--- src/shared/tsr_pkg.sv ---
package tsr_pkg;
  // ****************************************
  // Frame layout
  // ****************************************
  localparam int FRAME_BITS = 16;
  localparam int TEMP_BITS = 13;
  localparam logic [4:0] LAST_DRIVEN_IDX = 5'h03;
  localparam logic [4:0] FRAME_LEN = 5'h10;
  localparam logic [12:0] POR_TEMP = 13'h0000;
  localparam logic CONFIRM_BIT = 1'b0;
  // ****************************************
  // Conversion timing
  // ****************************************
  localparam int CLK_HZ = 25000000;
  localparam int CONV_TIME_MS = 300;
  localparam longint CONV_CYCLES_L = (longint'(CONV_TIME_MS) * CLK_HZ) / 1000;
  localparam logic [23:0] CONV_CYCLES = CONV_CYCLES_L[23:0];
  typedef enum logic [1:0] {TSR_CONVERT, TSR_DONE, TSR_IDLE} tsr_conv_t;
endpackage : tsr_pkg

--- src/core/tsr_readout.sv ---
`timescale 1ns/1ps
// Operation
// - A falling chip select aborts any conversion and loads the latest result into the shifter.
// - The word shifts out on falling serial clock edges, sign first, then the data MSB.
// - A read carries exactly one sixteen-bit frame.
// - The frame holds thirteen temperature bits on top and three trailing bits below.
// - Frame bit two is always driven low as a confirmation bit.
// - Frame bits one and zero leave the output in high impedance.
// - After power-up the serial output is in high impedance.
// - Temperature is two's complement at 0.0625 degrees per LSB.
// - Chip select held low idles the device with no conversion running.
// - While idle the latched result still shifts out on serial clock edges.
// - During power-on reset the interface is inactive and the result reads 0 degrees.
// - After power-on reset the device starts converting.
// - A chip select rise starts a new conversion and resets the interface.
module tsr_readout #(
  parameter logic [23:0] CONV_CYCLES = tsr_pkg::CONV_CYCLES
) (
  input wire logic mclk,
  input wire logic rst,
  input wire logic cs_n,
  input wire logic sck,
  output logic so_o,
  output logic so_oe,
  input wire logic [12:0] adc_sample,
  output logic converting,
  output logic [12:0] result
);
  // ****************************************
  // Pin sampling
  // ****************************************
  logic cs_lvl;
  logic cs_rise;
  logic cs_fall;
  logic sck_lvl;
  logic sck_rise;
  logic sck_fall;

  tsr_sync3 #(.RESET_VAL(1'b1)) u_cs (
    .mclk(mclk),
    .rst(rst),
    .pin(cs_n),
    .level(cs_lvl),
    .rise(cs_rise),
    .fall(cs_fall)
  );

  // Reset at the idle-high level of the clock pin so no false edge follows reset
  tsr_sync3 #(.RESET_VAL(1'b1)) u_sck (
    .mclk(mclk),
    .rst(rst),
    .pin(sck),
    .level(sck_lvl),
    .rise(sck_rise),
    .fall(sck_fall)
  );

  // ****************************************
  // Conversion engine
  // ****************************************
  // The analog front end is outside this block; a finished conversion
  // samples adc_sample once the conversion time has elapsed.
  tsr_pkg::tsr_conv_t conv_q;
  logic [23:0] conv_cnt_q;
  logic [12:0] result_q;

  always_ff @(posedge mclk or posedge rst) begin
    if (rst) begin
      conv_q <= tsr_pkg::TSR_CONVERT;
      conv_cnt_q <= 24'h000000;
    end else if (cs_fall) begin
      conv_q <= tsr_pkg::TSR_IDLE;
      conv_cnt_q <= 24'h000000;
    end else if (cs_rise) begin
      conv_q <= tsr_pkg::TSR_CONVERT;
      conv_cnt_q <= 24'h000000;
    end else begin
      case (conv_q)
        tsr_pkg::TSR_CONVERT: begin
          if (conv_cnt_q >= CONV_CYCLES - 24'h000001) begin
            conv_q <= tsr_pkg::TSR_DONE;
            conv_cnt_q <= 24'h000000;
          end else begin
            conv_cnt_q <= conv_cnt_q + 24'h000001;
          end
        end
        // Free-running: start the next conversion straight away
        tsr_pkg::TSR_DONE: conv_q <= tsr_pkg::TSR_CONVERT;
        tsr_pkg::TSR_IDLE: conv_q <= tsr_pkg::TSR_IDLE;
        default: conv_q <= tsr_pkg::TSR_CONVERT;
      endcase
    end
  end

  always_ff @(posedge mclk or posedge rst) begin
    if (rst) begin
      result_q <= tsr_pkg::POR_TEMP;
    end else if (conv_q == tsr_pkg::TSR_CONVERT && !cs_fall && !cs_rise &&
                 conv_cnt_q >= CONV_CYCLES - 24'h000001) begin
      result_q <= adc_sample;
    end
  end

  assign converting = (conv_q == tsr_pkg::TSR_CONVERT);
  assign result = result_q;

  // ****************************************
  // Output shifter
  // ****************************************
  // An aborted conversion leaves the previous result in place, so a
  // shortened conversion never reaches the shifter.
  logic [15:0] shift_q;
  logic [4:0] bit_q;
  logic active_q;

  always_ff @(posedge mclk or posedge rst) begin
    if (rst) begin
      shift_q <= 16'h0000;
      bit_q <= 5'h00;
      active_q <= 1'b0;
    end else if (cs_fall) begin
      shift_q <= {result_q, tsr_pkg::CONFIRM_BIT, 2'b00};
      bit_q <= 5'h00;
      active_q <= 1'b1;
    end else if (cs_rise || cs_lvl) begin
      bit_q <= 5'h00;
      active_q <= 1'b0;
    end else if (active_q && sck_fall && bit_q < tsr_pkg::FRAME_LEN) begin
      shift_q <= {shift_q[14:0], 1'b0};
      bit_q <= bit_q + 5'h01;
    end
  end

  // ****************************************
  // Pin drive
  // ****************************************
  // Bit index 0 is the sign on the pin as soon as the frame opens; the
  // drive drops after D2 and stays off past the sixteenth bit.
  logic so_q;
  logic so_oe_q;

  always_ff @(posedge mclk or posedge rst) begin
    if (rst) begin
      so_q <= 1'b0;
      so_oe_q <= 1'b0;
    end else begin
      so_q <= (cs_fall) ? result_q[12] : shift_q[15];
      if (cs_fall) begin
        so_oe_q <= 1'b1;
      end else if (!active_q || cs_rise || cs_lvl) begin
        so_oe_q <= 1'b0;
      end else if (sck_fall && bit_q >= tsr_pkg::FRAME_LEN - tsr_pkg::LAST_DRIVEN_IDX) begin
        so_oe_q <= 1'b0;
      end
    end
  end

  assign so_o = so_q;
  assign so_oe = so_oe_q;

  logic unused_ok;
  assign unused_ok = sck_lvl ^ sck_rise;
endmodule : tsr_readout

--- src/core/tsr_sync3.sv ---
`timescale 1ns/1ps
// ****************************************
// Three-stage pin sampler; a change is accepted once stages two and three agree
// ****************************************
module tsr_sync3 #(
  parameter logic RESET_VAL = 1'b0
) (
  input wire logic mclk,
  input wire logic rst,
  input wire logic pin,
  output logic level,
  output logic rise,
  output logic fall
);
  logic s1_q;
  logic s2_q;
  logic s3_q;
  logic lvl_q;

  always_ff @(posedge mclk or posedge rst) begin
    if (rst) begin
      s1_q <= RESET_VAL;
      s2_q <= RESET_VAL;
      s3_q <= RESET_VAL;
    end else begin
      s1_q <= pin;
      s2_q <= s1_q;
      s3_q <= s2_q;
    end
  end

  always_ff @(posedge mclk or posedge rst) begin
    if (rst) begin
      lvl_q <= RESET_VAL;
    end else if (s2_q == s3_q) begin
      lvl_q <= s3_q;
    end
  end

  assign level = lvl_q;
  assign rise = (s2_q == s3_q) && s3_q && !lvl_q;
  assign fall = (s2_q == s3_q) && !s3_q && lvl_q;
endmodule : tsr_sync3

--- config.mk ---
export PLATFORM = sky130hd
export DESIGN_NAME = tsr_readout
export DESIGN_NICKNAME = d
export VERILOG_FILES = /design/src/shared/tsr_pkg.sv /design/src/core/tsr_readout.sv /design/src/core/tsr_sync3.sv
export SDC_FILE = /design/constraint.sdc
export NUM_CORES = 1
export LEC_CHECK = 0
export BUFFER_PORTS_ARGS = -buffer_cell sky130_fd_sc_hd__buf_2
export CAP_MARGIN = 20
export CORE_MARGIN = 8
export CORE_UTILIZATION = 50
export CTS_CLUSTER_DIAMETER = 40
export CTS_CLUSTER_SIZE = 30
export DETAILED_ROUTE_END_ITERATION = 16
export HOLD_SLACK_MARGIN = 0.02
export PLACE_DENSITY = 0.7
export SYNTH_ARGS = -nofsm -noshare
export SYNTH_HDL_FRONTEND = slang
export SYNTH_SLANG_ARGS = --single-unit
export TNS_END_PERCENT = 10
--- constraint.sdc ---
create_clock -name mclk -period 2.3 [get_ports mclk]
set_clock_uncertainty 0.15 [all_clocks]
set_input_delay 0.345 -clock mclk [delete_from_list [all_inputs] [get_ports mclk]]
set_output_delay 0.345 -clock mclk [all_outputs]
set_load 0.01 [all_outputs]
Yosys cells after proc, flatten, opt, wreduce, memory -nomap -nowiden

Index checks and enable logic that the tools add are counted.

Order comparisons: 3
Eq/ne operators: 5
$add $sub $neg: 2
Multiplexer cells: 20
Reduce and logical (&&, ||, !) cells: 28

Operators by type and width:

| cell                                                                    | number |
|---|---|
| 24-bit 2-to-1 mux                                                       | 4 |
| 16-bit 2-to-1 mux                                                       | 3 |
| 24-bit by 1-bit adder with 24-bit output, second input constant         | 1 |
| 24-bit by 23-bit >= comparator with 1-bit output, second input constant | 1 |
| 5-bit 2-to-1 mux                                                        | 3 |
| 1-bit logical AND                                                       | 12 |
| 3-bit nonzero test                                                      | 3 |
| 1-bit logical NOT                                                       | 6 |
| 1-bit 2-to-1 mux                                                        | 6 |
| 2-bit 2-to-1 mux                                                        | 3 |
| 5-bit by 1-bit adder with 5-bit output, second input constant           | 1 |
| 5-bit by 4-bit >= comparator with 1-bit output, second input constant   | 1 |
| 5-bit < comparator, second input constant                               | 1 |
| 4-bit by 1-bit != test with 1-bit output, second input constant         | 1 |
| 2-bit case mux with 2 select lines                                      | 1 |
| 2-bit nonzero test                                                      | 2 |
| 1-bit logical OR                                                        | 3 |
| 1-bit == test                                                           | 2 |
| 2-bit == test, second input constant                                    | 1 |
| 2-bit logical NOT                                                       | 1 |
| 2-bit != test, second input constant                                    | 1 |
| 2-bit AND reduction                                                     | 1 |

Word-level logic and storage cells: 74
Bits of input ports: 17
Flip-flop bits (word level): 71
Output and inout port bits: 16

Logic depth before layout (Yosys ltp)

Gate-level depths: netlist of run 1.

Depth in word-level cells: 8
Mapped depth: 8
Depth with buffers taken out: 7

Modules after synthesis

From an unflattened synthesis of run 1, not the netlist that was laid out.

Cells, all modules: 294
Area total of the unflattened synthesis: 3249.4 µm²

Modules (own cells, without submodules):

| module      | times used | area each (µm²) | sequential area each (µm²) | cells each |
|---|---|---|---|---|
| tsr_readout | 1          | 2911.5          | 1501.4                     | 270 |
| tsr_sync3   | 2          | 168.9           | 105.1                      | 12 |

Worst setup path after synthesis of run 1

Ideal clock, no wire load.

Path type: register -> register
Start point: reg conv_cnt_q[11]
End point: reg result_q[0] (netlist: result[0])
Arrival time: 2.040 ns
Period minus slack after synthesis: 2.315 ns
Library setup time: 0.125 ns
Path buffers: 1
Stages on the path, launching flop included: 7
Required time: 2.025 ns
Path slack: -0.015 ns
Cells stage by stage: dfrtp_1 > or4_4 > nor4_4 > nand2_2 > a21oi_4 > buf_12 > mux2_4

Word-level cells in the longest chain between the ends: 2

RTL lines:

| element                                          | RTL line           | RTL |
|---|---|---|
| from (decl)                                      | tsr_readout.sv:64  | `logic [23:0] conv_cnt_q;` |
| from (signal assigned)                           | tsr_readout.sv:84  | `conv_cnt_q <= conv_cnt_q + 24'h000001;` |
| 24-bit by 23-bit >= comparator with 1-bit output | tsr_readout.sv:99  | `conv_cnt_q >= CONV_CYCLES - 24'h000001) begin` |
| 1-bit logical AND                                | tsr_readout.sv:98  | `end else if (conv_q == tsr_pkg::TSR_CONVERT && !cs_fall && !cs_rise &&` |
| to (signal assigned)                             | tsr_readout.sv:97  | `result_q <= tsr_pkg::POR_TEMP;` |
| to (signal assigned)                             | tsr_readout.sv:100 | `result_q <= adc_sample;` |
| to (decl)                                        | tsr_readout.sv:65  | `logic [12:0] result_q;` |

No other way between the ends.
A chain may end at the register's enable or synchronous reset.

Worst setup path in the final report of run 1

Start point: reg conv_cnt_q[16]
End point: reg conv_cnt_q[3]

Word-level cells in the longest chain between the ends: 5

RTL lines:

| element                                          | RTL line          | RTL |
|---|---|---|
| 24-bit by 23-bit >= comparator with 1-bit output | tsr_readout.sv:80 | `if (conv_cnt_q >= CONV_CYCLES - 24'h000001) begin` |
| 24-bit 2-to-1 mux                                | tsr_readout.sv:80 |  |
| 24-bit 2-to-1 mux                                | tsr_readout.sv:78 | `case (conv_q)` |
| 24-bit 2-to-1 mux                                | tsr_readout.sv:74 | `end else if (cs_rise) begin` |
| 24-bit 2-to-1 mux                                | tsr_readout.sv:71 | `end else if (cs_fall) begin` |

No other way between the ends. The select of a mux whose other input is x is not followed.

==> results.txt, run 1 <==
* IO buf count: 32
- Measured in cells, the most critical reg-to-reg path has a length of 6.
* Via-per-instance ratio: between 5 and 6
- Most used flip-flop cell after synthesis: dfrtp_1
- Proportion of synthesized flip-flops having asynchronous set or reset: 100%
- Fill cells: 510
- Hold Path End: result[3]
- Required arrival time at the worst endpoint: approximately 2.4 ns
- DRT antenna net count: 0
- IR analysis of the VDD net gives a maximum drop of ~0.40 mV.
* Vias in the first global route: ~2600
* Crit-path max FO: 9
* Total design power: 0.00267 W
* Dominant combinational cell family by area after synthesis: simple AND/OR/NAND/NOR gates
- Die height: ~97 um
* Mean area per synthesized cell: roughly 11 um2
- Synthesized net count: 329
* Final setup violation count: 0
* Detailed-placement wirelength estimate: 4930 um
- Part of the cycle the worst path needs: between 90% and 100%
* Slew Viols, Final: 0
- Nature of the critical path endpoint: register
- Clk_lat worst skew: around 0.35 ns
- CTS buffer count: 9
- Count of antenna diodes in the layout: 0
- The area growth from synthesis to layout is 20.5%.
- Total vias in the final route: 2530
- After global routing the overflow that remains totals 0.
- The Yosys step of the flow raised 0 warnings.
- Across all hold checks on the routed design, the worst slack comes to 0.0785 ns.
- The H-tree was split into 3 levels.
* Post-synthesis share of cell area spent on full adders, half adders and majority gates: under 10%
- Entering global routing, the biggest net connects 30 pins.
* Clock tree buffer depth: 2
- Count of clock tree sinks: 68
* Number of library cell types mapped by synthesis: 54
- Multiplexer fraction of the synthesized cell area: 10.3%
* Reg2reg setup slack: between 0.09 and 0.1 ns
- Final cell utilization of the core: 62.6%
- Highest clock rate: 453 MHz
- Area of the die: approximately 0.0095 mm2
- Subtracting the final worst setup slack from the clock period gives ~2.2 ns.
- Summing the sequential cell areas from Yosys gives 51.6% of the chip area.
* Run status: completed
* Effective utilization at floorplan: roughly half
- Power spread over the standard cell area amounts to about 670 mW/mm2.
* Clock transition at path regs: roughly 0.080 ns
* DRC viols: 0
- Routability-driven placement finished with a final weighted congestion of between 0.8 and 0.9.
- Root cell of the clock tree: clkbuf_8
* Layout net count: around 390
- For this block, the routed nets add up to a little over 7000 um of wire.
- The sequential cells in the finished layout cover a total of around 0.0017 mm2.
- Terminus of the critical flop-to-flop path: conv_cnt_q[3]
* Die boundary width: ~97 um
* Slew HR: approximately 70%
- The first detailed-routing pass took 4 iterations.
* Number of antenna violations at the first check in global routing: 0
- Setup repair after global routing missed its margin: false
- Wire length of the first global-routing pass: approximately 12000 um
* Number of top-level design ports: 33
- In this run the critical register-to-register path is launched from conv_cnt_q[16].
* Footprint of the multi-input gates: between 0.0015 and 0.002 mm2
- In this run, synthesis produced a sequential element count of 68.
* Routed len/inst: 16.1 um
- In this run the most critical hold path is launched from adc_sample[3].
- The worst setup path is of the reg -> reg kind.
* Area fraction in compound gates after synthesis: 12.4%
* Worst Hold Depth: 2
- Simple-gate area share of the yosys netlist: between 15 and 20%
- Summed over all cells, the static leakage comes to between 1.5 and 2 nW.
- Area of the mapped netlist: about 0.0033 mm2
- Initial DRC Count: between 100 and 150
* Number of instances in the synthesized netlist: between 300 and 400
* Placeable Area: roughly 0.0064 mm2
- Summing the areas of all xor and xnor instances in the mapped netlist gives between 3 and 4% of the synthesized area.
* Number of enable flip-flop cells after synthesis: 0
- In this run the worst hold path is classified as in -> reg.
- Total negative setup slack: 0 ns
- Transition time of the tightest slew-check pin: roughly 0.48 ns
- The worst setup path is launched from a register.
- Fraction of final layout cells with drive strength greater than 1: 31.0%
- Number of maximum-capacitance constraint violations: 0
- STA puts the critical path data arrival time at between 2 and 2.5 ns.
- Row generation in the floorplan step produced 29 rows.
- All-Layer GR Usage: between 15 and 20%
- Final-report hold violation count: 0
- TritonCTS clock tree: built
area by class of cell:
cell class / count / area share, %
flip-flops and latches: 68 / 42.8
multi-input cells: 214 / 38.2
repair buffers: 60 / 10.1
clock buffers: 10 / 3.45
well taps: 77 / 2.41
clock inverters: 6 / 1.79
inverters: 13 / 1.22
routing by layer:
layer	up-vias	global-route usage, %	share of wire, %
met5	-	0	0
met4	0	8.39	2.1
met3	14	2.84	3.2
met2	63	24.2	47
met1	1226	20.3	48
li1	1227	-	-
registers in the layout, indices dropped and copies added (netlist names):
signal       flops
u_sck.s2_q       1
result          13
bit_q            5
so_oe            1
u_cs.s3_q        1
u_sck.s1_q       1
u_cs.s2_q        1
u_sck.level      1
u_sck.s3_q       1
so_o             1
u_cs.level       1
conv_cnt_q      24
shift_q         13
conv_q           2
u_cs.s1_q        1
active_q         1
repair_timing:
action                                 4_1_cts  5_1_grt
endpoints found under the hold margin       19        0
hold buffers                                 3        0
setup buffers                                0        0
setup endpoints to repair                    0       32
gates resized for setup                      0       12
stage by stage:
stage | std cells | setup slack [ns] | area [um2]
floorplan | 306 | 0.00935 | 3310
global placement | 428 | 0.0716 | 3720
detailed placement | 428 | 0.0501 | 3720
CTS | 447 | 0.0294 | 3960
global route | 448 | 0.0121 | 4000
finish | 448 | 0.0948 | 4000
critical path, stage by stage, from the launching register on:
cell,delay [ns]
dfrtp_1,0.38
or4_4,0.55
a211oi_2,0.23
buf_4,0.17
a21oi_2,0.12
and3b_2,0.28
a22o_1,0.21
worst max-delay path by stage:
| stage | start | end |
|---|---|---|
| after floorplan | conv_cnt_q[11] | result[0] |
| after global placement | conv_cnt_q[11] | result[8] |
| after detailed placement | conv_cnt_q[11] | result[9] |
| after CTS | u_cs.s3_q | conv_cnt_q[18] |
| after global routing | u_cs.s3_q | result[9] |
| final | conv_cnt_q[16] | conv_cnt_q[3] |
power breakdown:
group | leakage (nW) | switching [W] | total, W | internal (W)
Combinational | 0.954 | 0.000204 | 0.000344 | 0.000140
Clock | 0.0991 | 0.000487 | 0.00102 | 0.000537
Sequential | 0.912 | 0.0000488 | 0.00130 | 0.00125
synthesized netlist by cell type, types with 6 or more instances:
cell	n	area (um2)
dfrtp_1	60	1500
nand2_1	33	124
nor2_1	26	97.6
o21ai_0	19	95.1
mux2i_1	14	140
inv_1	13	48.8
nand3_1	12	60.1
nand4_1	12	75.1
mux2_4	9	135
xor2_1	9	78.8
dfstp_2	8	210
a31oi_1	6	37.5
clkbuf_1	6	22.5
ha_1	6	75.1
mux2_2	6	67.6
cells in the final DEF (no fill, tap or decap), types with 3 or more instances in the layout:
cell type       n
a21oi_2         3
a22o_1          4
a31oi_1         5
a41o_1          5
a41oi_1         3
and2_1          3
and3_1          5
buf_2          32
buf_4          23
clkbuf_8       10
dfrtp_1        60
dfstp_2         8
dlygate4sd3_1   3
ha_1            6
inv_1          12
mux2_2          6
mux2_4          9
mux2i_1        14
nand2_1        32
nand3_1        12
nand4_1        12
nor2_1         24
o21ai_0        19
xnor2_1         3
xor2_1          9
cells by family (layout without fill, tap and decap cells):
group | after synthesis | count (layout)
AO/OA/AOI/OAI | 57 | 57
XOR/XNOR | 12 | 12
adder cells (fa/ha/maj) | 6 | 6
buffers and inverters | 24 | 89
flip-flops | 68 | 68
multiplexers | 29 | 29
AND/OR/NAND/NOR | 110 | 110
(Power assumes the default switching activity.)
==> run 2, diff against run 1 <==
ABC_AREA = 1   (was not set)
==> run 2 against run 1 <==
Against the previous run: first-iteration DRC count decreased by 2.0%; critical path type unchanged; synthesized area is 7.0% higher; combinational power up 46%; sequential cell count is the same; synthesized cell count up 40%; die area increased by 5.8%; global-route usage up 0.42 points; clock-buffer cell count shrank 1.
==> results.txt, run 2 <==
* Final Wtd Congestion: 0.887 (was 0.867)
* Run status: completed (unchanged)
- Crit Reg-Reg Startpoint: u_cs.s3_q (was conv_cnt_q[16])
- Most used flip-flop cell after synthesis: dfrtp_1 (unchanged)
- Wire length of the first global-routing pass: 13100 um (was 12300 um)
- The flip-flop count of the largest register after layout was 24 (unchanged).
- The endpoint arrival time on the critical path came to 2.13 ns (was 2.29 ns).
- The total of warnings raised by yosys was 0 (unchanged).
- Number of maximum-capacitance constraint violations: 0 (unchanged)
- Setup repair after global routing missed its margin: false (unchanged).
- Post-synthesis sequential element count: 68 (unchanged)
* Count of antenna diodes in the layout: 0 (unchanged)
- The signed area change from the synthesized netlist to the final layout is 12.8% (was 20.5%).
- The maximum fanout along the worst path was 35 (was 9).
- The total length of routed wires was 7520 um (was 7230 um).
- The path type of the worst setup path is reg -> reg (unchanged).
- Number of enable flip-flop cells after synthesis: 0 (unchanged)
- Overflow left after global routing: 0 (unchanged)
- Leading post-synthesis cells by instance count: 137 x nand2_1, 60 x dfrtp_1, 44 x nor2_1, 38 x inv_1, 26 x nand3_1 (was 60 x dfrtp_1, 33 x nand2_1, 26 x nor2_1, 19 x o21ai_0, 14 x mux2i_1)
* Final setup violation count: 0 (unchanged)
- The fraction of the yosys area taken by sequential cells is 48.3% (was 51.6%).
- The remaining antenna violation count after routing was 0 (unchanged).
- Vias in the first global route: 2795 (was 2592)
- Via-per-instance ratio: 5.02 (was 5.65)
- Final cell count without fillers: 569 (was 448)
- Post-synthesis cell type with the largest combined area: dfrtp_1 (unchanged)
* Clock transition at path regs: 0.08 ns (about the same)
- Clk_lat worst skew: 0.34 ns (was 0.35 ns)
* Fraction of final layout cells with drive strength greater than 1: 20.5% (was 31.0%)
* IO buf count: 32 (unchanged)
- The effective utilization at floorplan was 51.9% (about the same).
- Initial DRC Count: 145 (was 148)
- CTS buffer count: 9 (unchanged)
- The core region area is 0.00683 mm2 (was 0.00639 mm2).
- The accumulated negative setup slack came to 0 ns (unchanged).
- Slew Viols, Final: 0 (unchanged)
- The largest buffer count on any clock path came to 2 (unchanged).
- Worst min path class: in -> reg (unchanged)
- Worst Reg2Reg Path Length in Cells: 9 (was 6)
* Commonest non-fill, non-tap cells in the layout: 137 x nand2_1, 60 x dfrtp_1, 44 x nor2_1 (was 60 x dfrtp_1, 32 x nand2_1, 32 x buf_2)
- Routed len/inst: 13.2 um (was 16.1 um)
- Required arrival time at the worst endpoint: 2.42 ns (was 2.38 ns)
* Total power per unit cell area: 712 mW/mm2 (was 668 mW/mm2)
- The kind of start point of the critical path is a register (unchanged).
- The type of element capturing the critical path was a register (unchanged).
- Hold Path End: result[12] (was result[3])
* Count of clock tree sinks: 68 (unchanged)
- The DRC violation count after routing came to 0 (unchanged).
- The CTS tree is built (unchanged).
- LEAKAGE: 1.87 nW (was 1.97 nW)
- Layout net count: 491 (was 389)
* Area of the mapped netlist: 0.00355 mm2 (was 0.00331 mm2)
- Slew HR: 67.2% (was 68.0%)
* Placed Cells: 550 (was 428)
- The total via count after detailed routing is 2856 (was 2530).
- The final critical-path required period is 2.01 ns (was 2.21 ns).
* Startpoint of the tightest hold check path: adc_sample[12] (was adc_sample[3])
- The post-route fraction of the period consumed by the critical path came to 87.4% (was 95.9%).
- The root buffer cell was clkbuf_8 (unchanged).
* Register with the highest flop count: conv_cnt_q (unchanged)
- Area of the die: 0.0100 mm2 (was 0.00949 mm2)
- Number of top-level design ports: 33 (unchanged)
* Critical path launch point: u_cs.s3_q (was conv_cnt_q[16])
- Area contributors post-synth: dfrtp_1 42%, nand2_1 15%, dfstp_2 5.9% (was dfrtp_1 45%, dfstp_2 6.3%, mux2i_1 4.2%).
* All-Layer GR Usage: 16.1% (was 15.7%)
- H-tree depth reported by CTS: 3 (unchanged)
- Library cell with the highest instance count after synthesis: nand2_1 (was dfrtp_1)
- The post-synth net total was 451 (was 329).
- The number of hold-slack violations in the final timing report is 0 (unchanged).
* Site row count: 30 (was 29)
- The area fraction of the dominant cell type after synthesis was 42.3% (was 45.3%).
* Die height: 100 um (was 97.4 um)
* Proportion of synthesized flip-flops having asynchronous set or reset: 100% (unchanged)
- The synthesized area per cell is 8.28 um2 (was 10.8 um2).
* Reg2reg setup slack: 0.29 ns (was 0.09 ns)
- Drt pass-1 iters: 4 (unchanged)
- Die boundary width: 100 um (was 97.4 um)
- The initial antenna violation count came to 0 (unchanged).
- The post-DP HPWL is 5470 um (was 4930 um).
- Most common library cell in the layout ignoring fill and taps: nand2_1 (was dfrtp_1)
- The number of instances in the synthesized netlist came to 428 (was 306).
- Terminus of the critical flop-to-flop path: conv_cnt_q[16] (was conv_cnt_q[3])
* Worst Hold Depth: 3 (was 2)
- Highest clock rate: 497 MHz (was 453 MHz)
- The worst vdd rail ir drop is 0.313 mV (was 0.395 mV).
- The worst-margin pin slew came to 0.492 ns (was 0.479 ns).
- The largest net degree at the start of global routing came to 47 (was 30).
- The distinct cell type count of the synthesized netlist came to 36 (was 54).
-- run 2: cell count changes after synthesis, moves of 7 or more --
cell     previous run  this run
a31oi_1             6        13
inv_1              13        38
nor2_1             26        44
mux2_4              9         0
o21ai_0            19         9
mux2i_1            14         0
a21oi_2             2        12
nand2_1            33       137
nand3_1            12        26
-- run 2: timing repair --
action	4_1_cts	5_1_grt
hold buffers	3	0
resized for setup	0	1
endpoints found under the hold margin	18	0
setup endpoints to repair	0	16
setup buffers	0	0
-- run 2: per-stage QoR --
step	area (um2)	total power, W	utilization (%)	hold slack, ns	setup slack [ns]
floorplan	3550	0.00187	-	0.195	0.107
global placement	3790	0.00196	55.4	0.198	0.215
global route	4000	0.00303	58.6	0.0819	0.152
finish	4000	0.00285	58.6	0.0776	0.290
CTS	3990	0.00287	58.4	0.0681	0.0796
detailed placement	3790	0.00198	55.4	0.203	0.0925
-- run 2: critical path, stage by stage (launching register included) --
cell and delay, ns:
dfstp_2 0.55, ha_1 0.18, nand2_2 0.09, nand2_4 0.10
nor2_4 0.05, inv_4 0.32, nand2_1 0.14, o21ai_0 0.18
nand2_1 0.08, a21oi_2 0.10
-- run 2: worst max-delay path by stage --
stage	slack, ns	depth (start not counted)	to
after floorplan	0.11	1	active_q
after global placement	0.22	8	conv_cnt_q[11]
after detailed placement	0.09	8	conv_cnt_q[10]
after CTS	0.08	8	conv_cnt_q[10]
after global routing	0.15	9	conv_cnt_q[5]
final	0.29	9	conv_cnt_q[16]
-- run 2: logic make-up after synthesis --
| kind of cell | count (synthesis) | synth area share, % |
|---|---|---|
| and+or+nand+nor | 243 | 31.1 |
| DFF | 68 | 48.3 |
| AOI/OAI and AO/OA | 51 | 9.46 |
| buffers and inverters | 51 | 6.81 |
| xor gates and xnor gates | 9 | 2.22 |
| adders and majority gates | 6 | 2.12 |
-- run 2: per-layer routing --
metal | share of wire (%) | up-vias | GRT usage (%)
li1 | - | 1459 | -
met1 | 48 | 1342 | 21.4
met2 | 46 | 41 | 24.9
met3 | 3.2 | 14 | 2.98
met4 | 2.2 | 0 | 7.21
met5 | 0 | - | 0
-- run 2: where the power goes --
part,leakage [nW],internal (W),switching [W]
registers,0.800,0.00136,0.000107
logic,0.981,0.000184,0.000317
clock network,0.0860,0.000396,0.000489
-- run 2: cell type report --
cell class,instances,area [um2]
repair buffers,40,240
fillers,650,2830
multi-input cells,309,1600
well taps,96,120
clock buffers,9,124
clock inverters,7,51.3
flip-flops and latches,68,1710
inverters,40,153
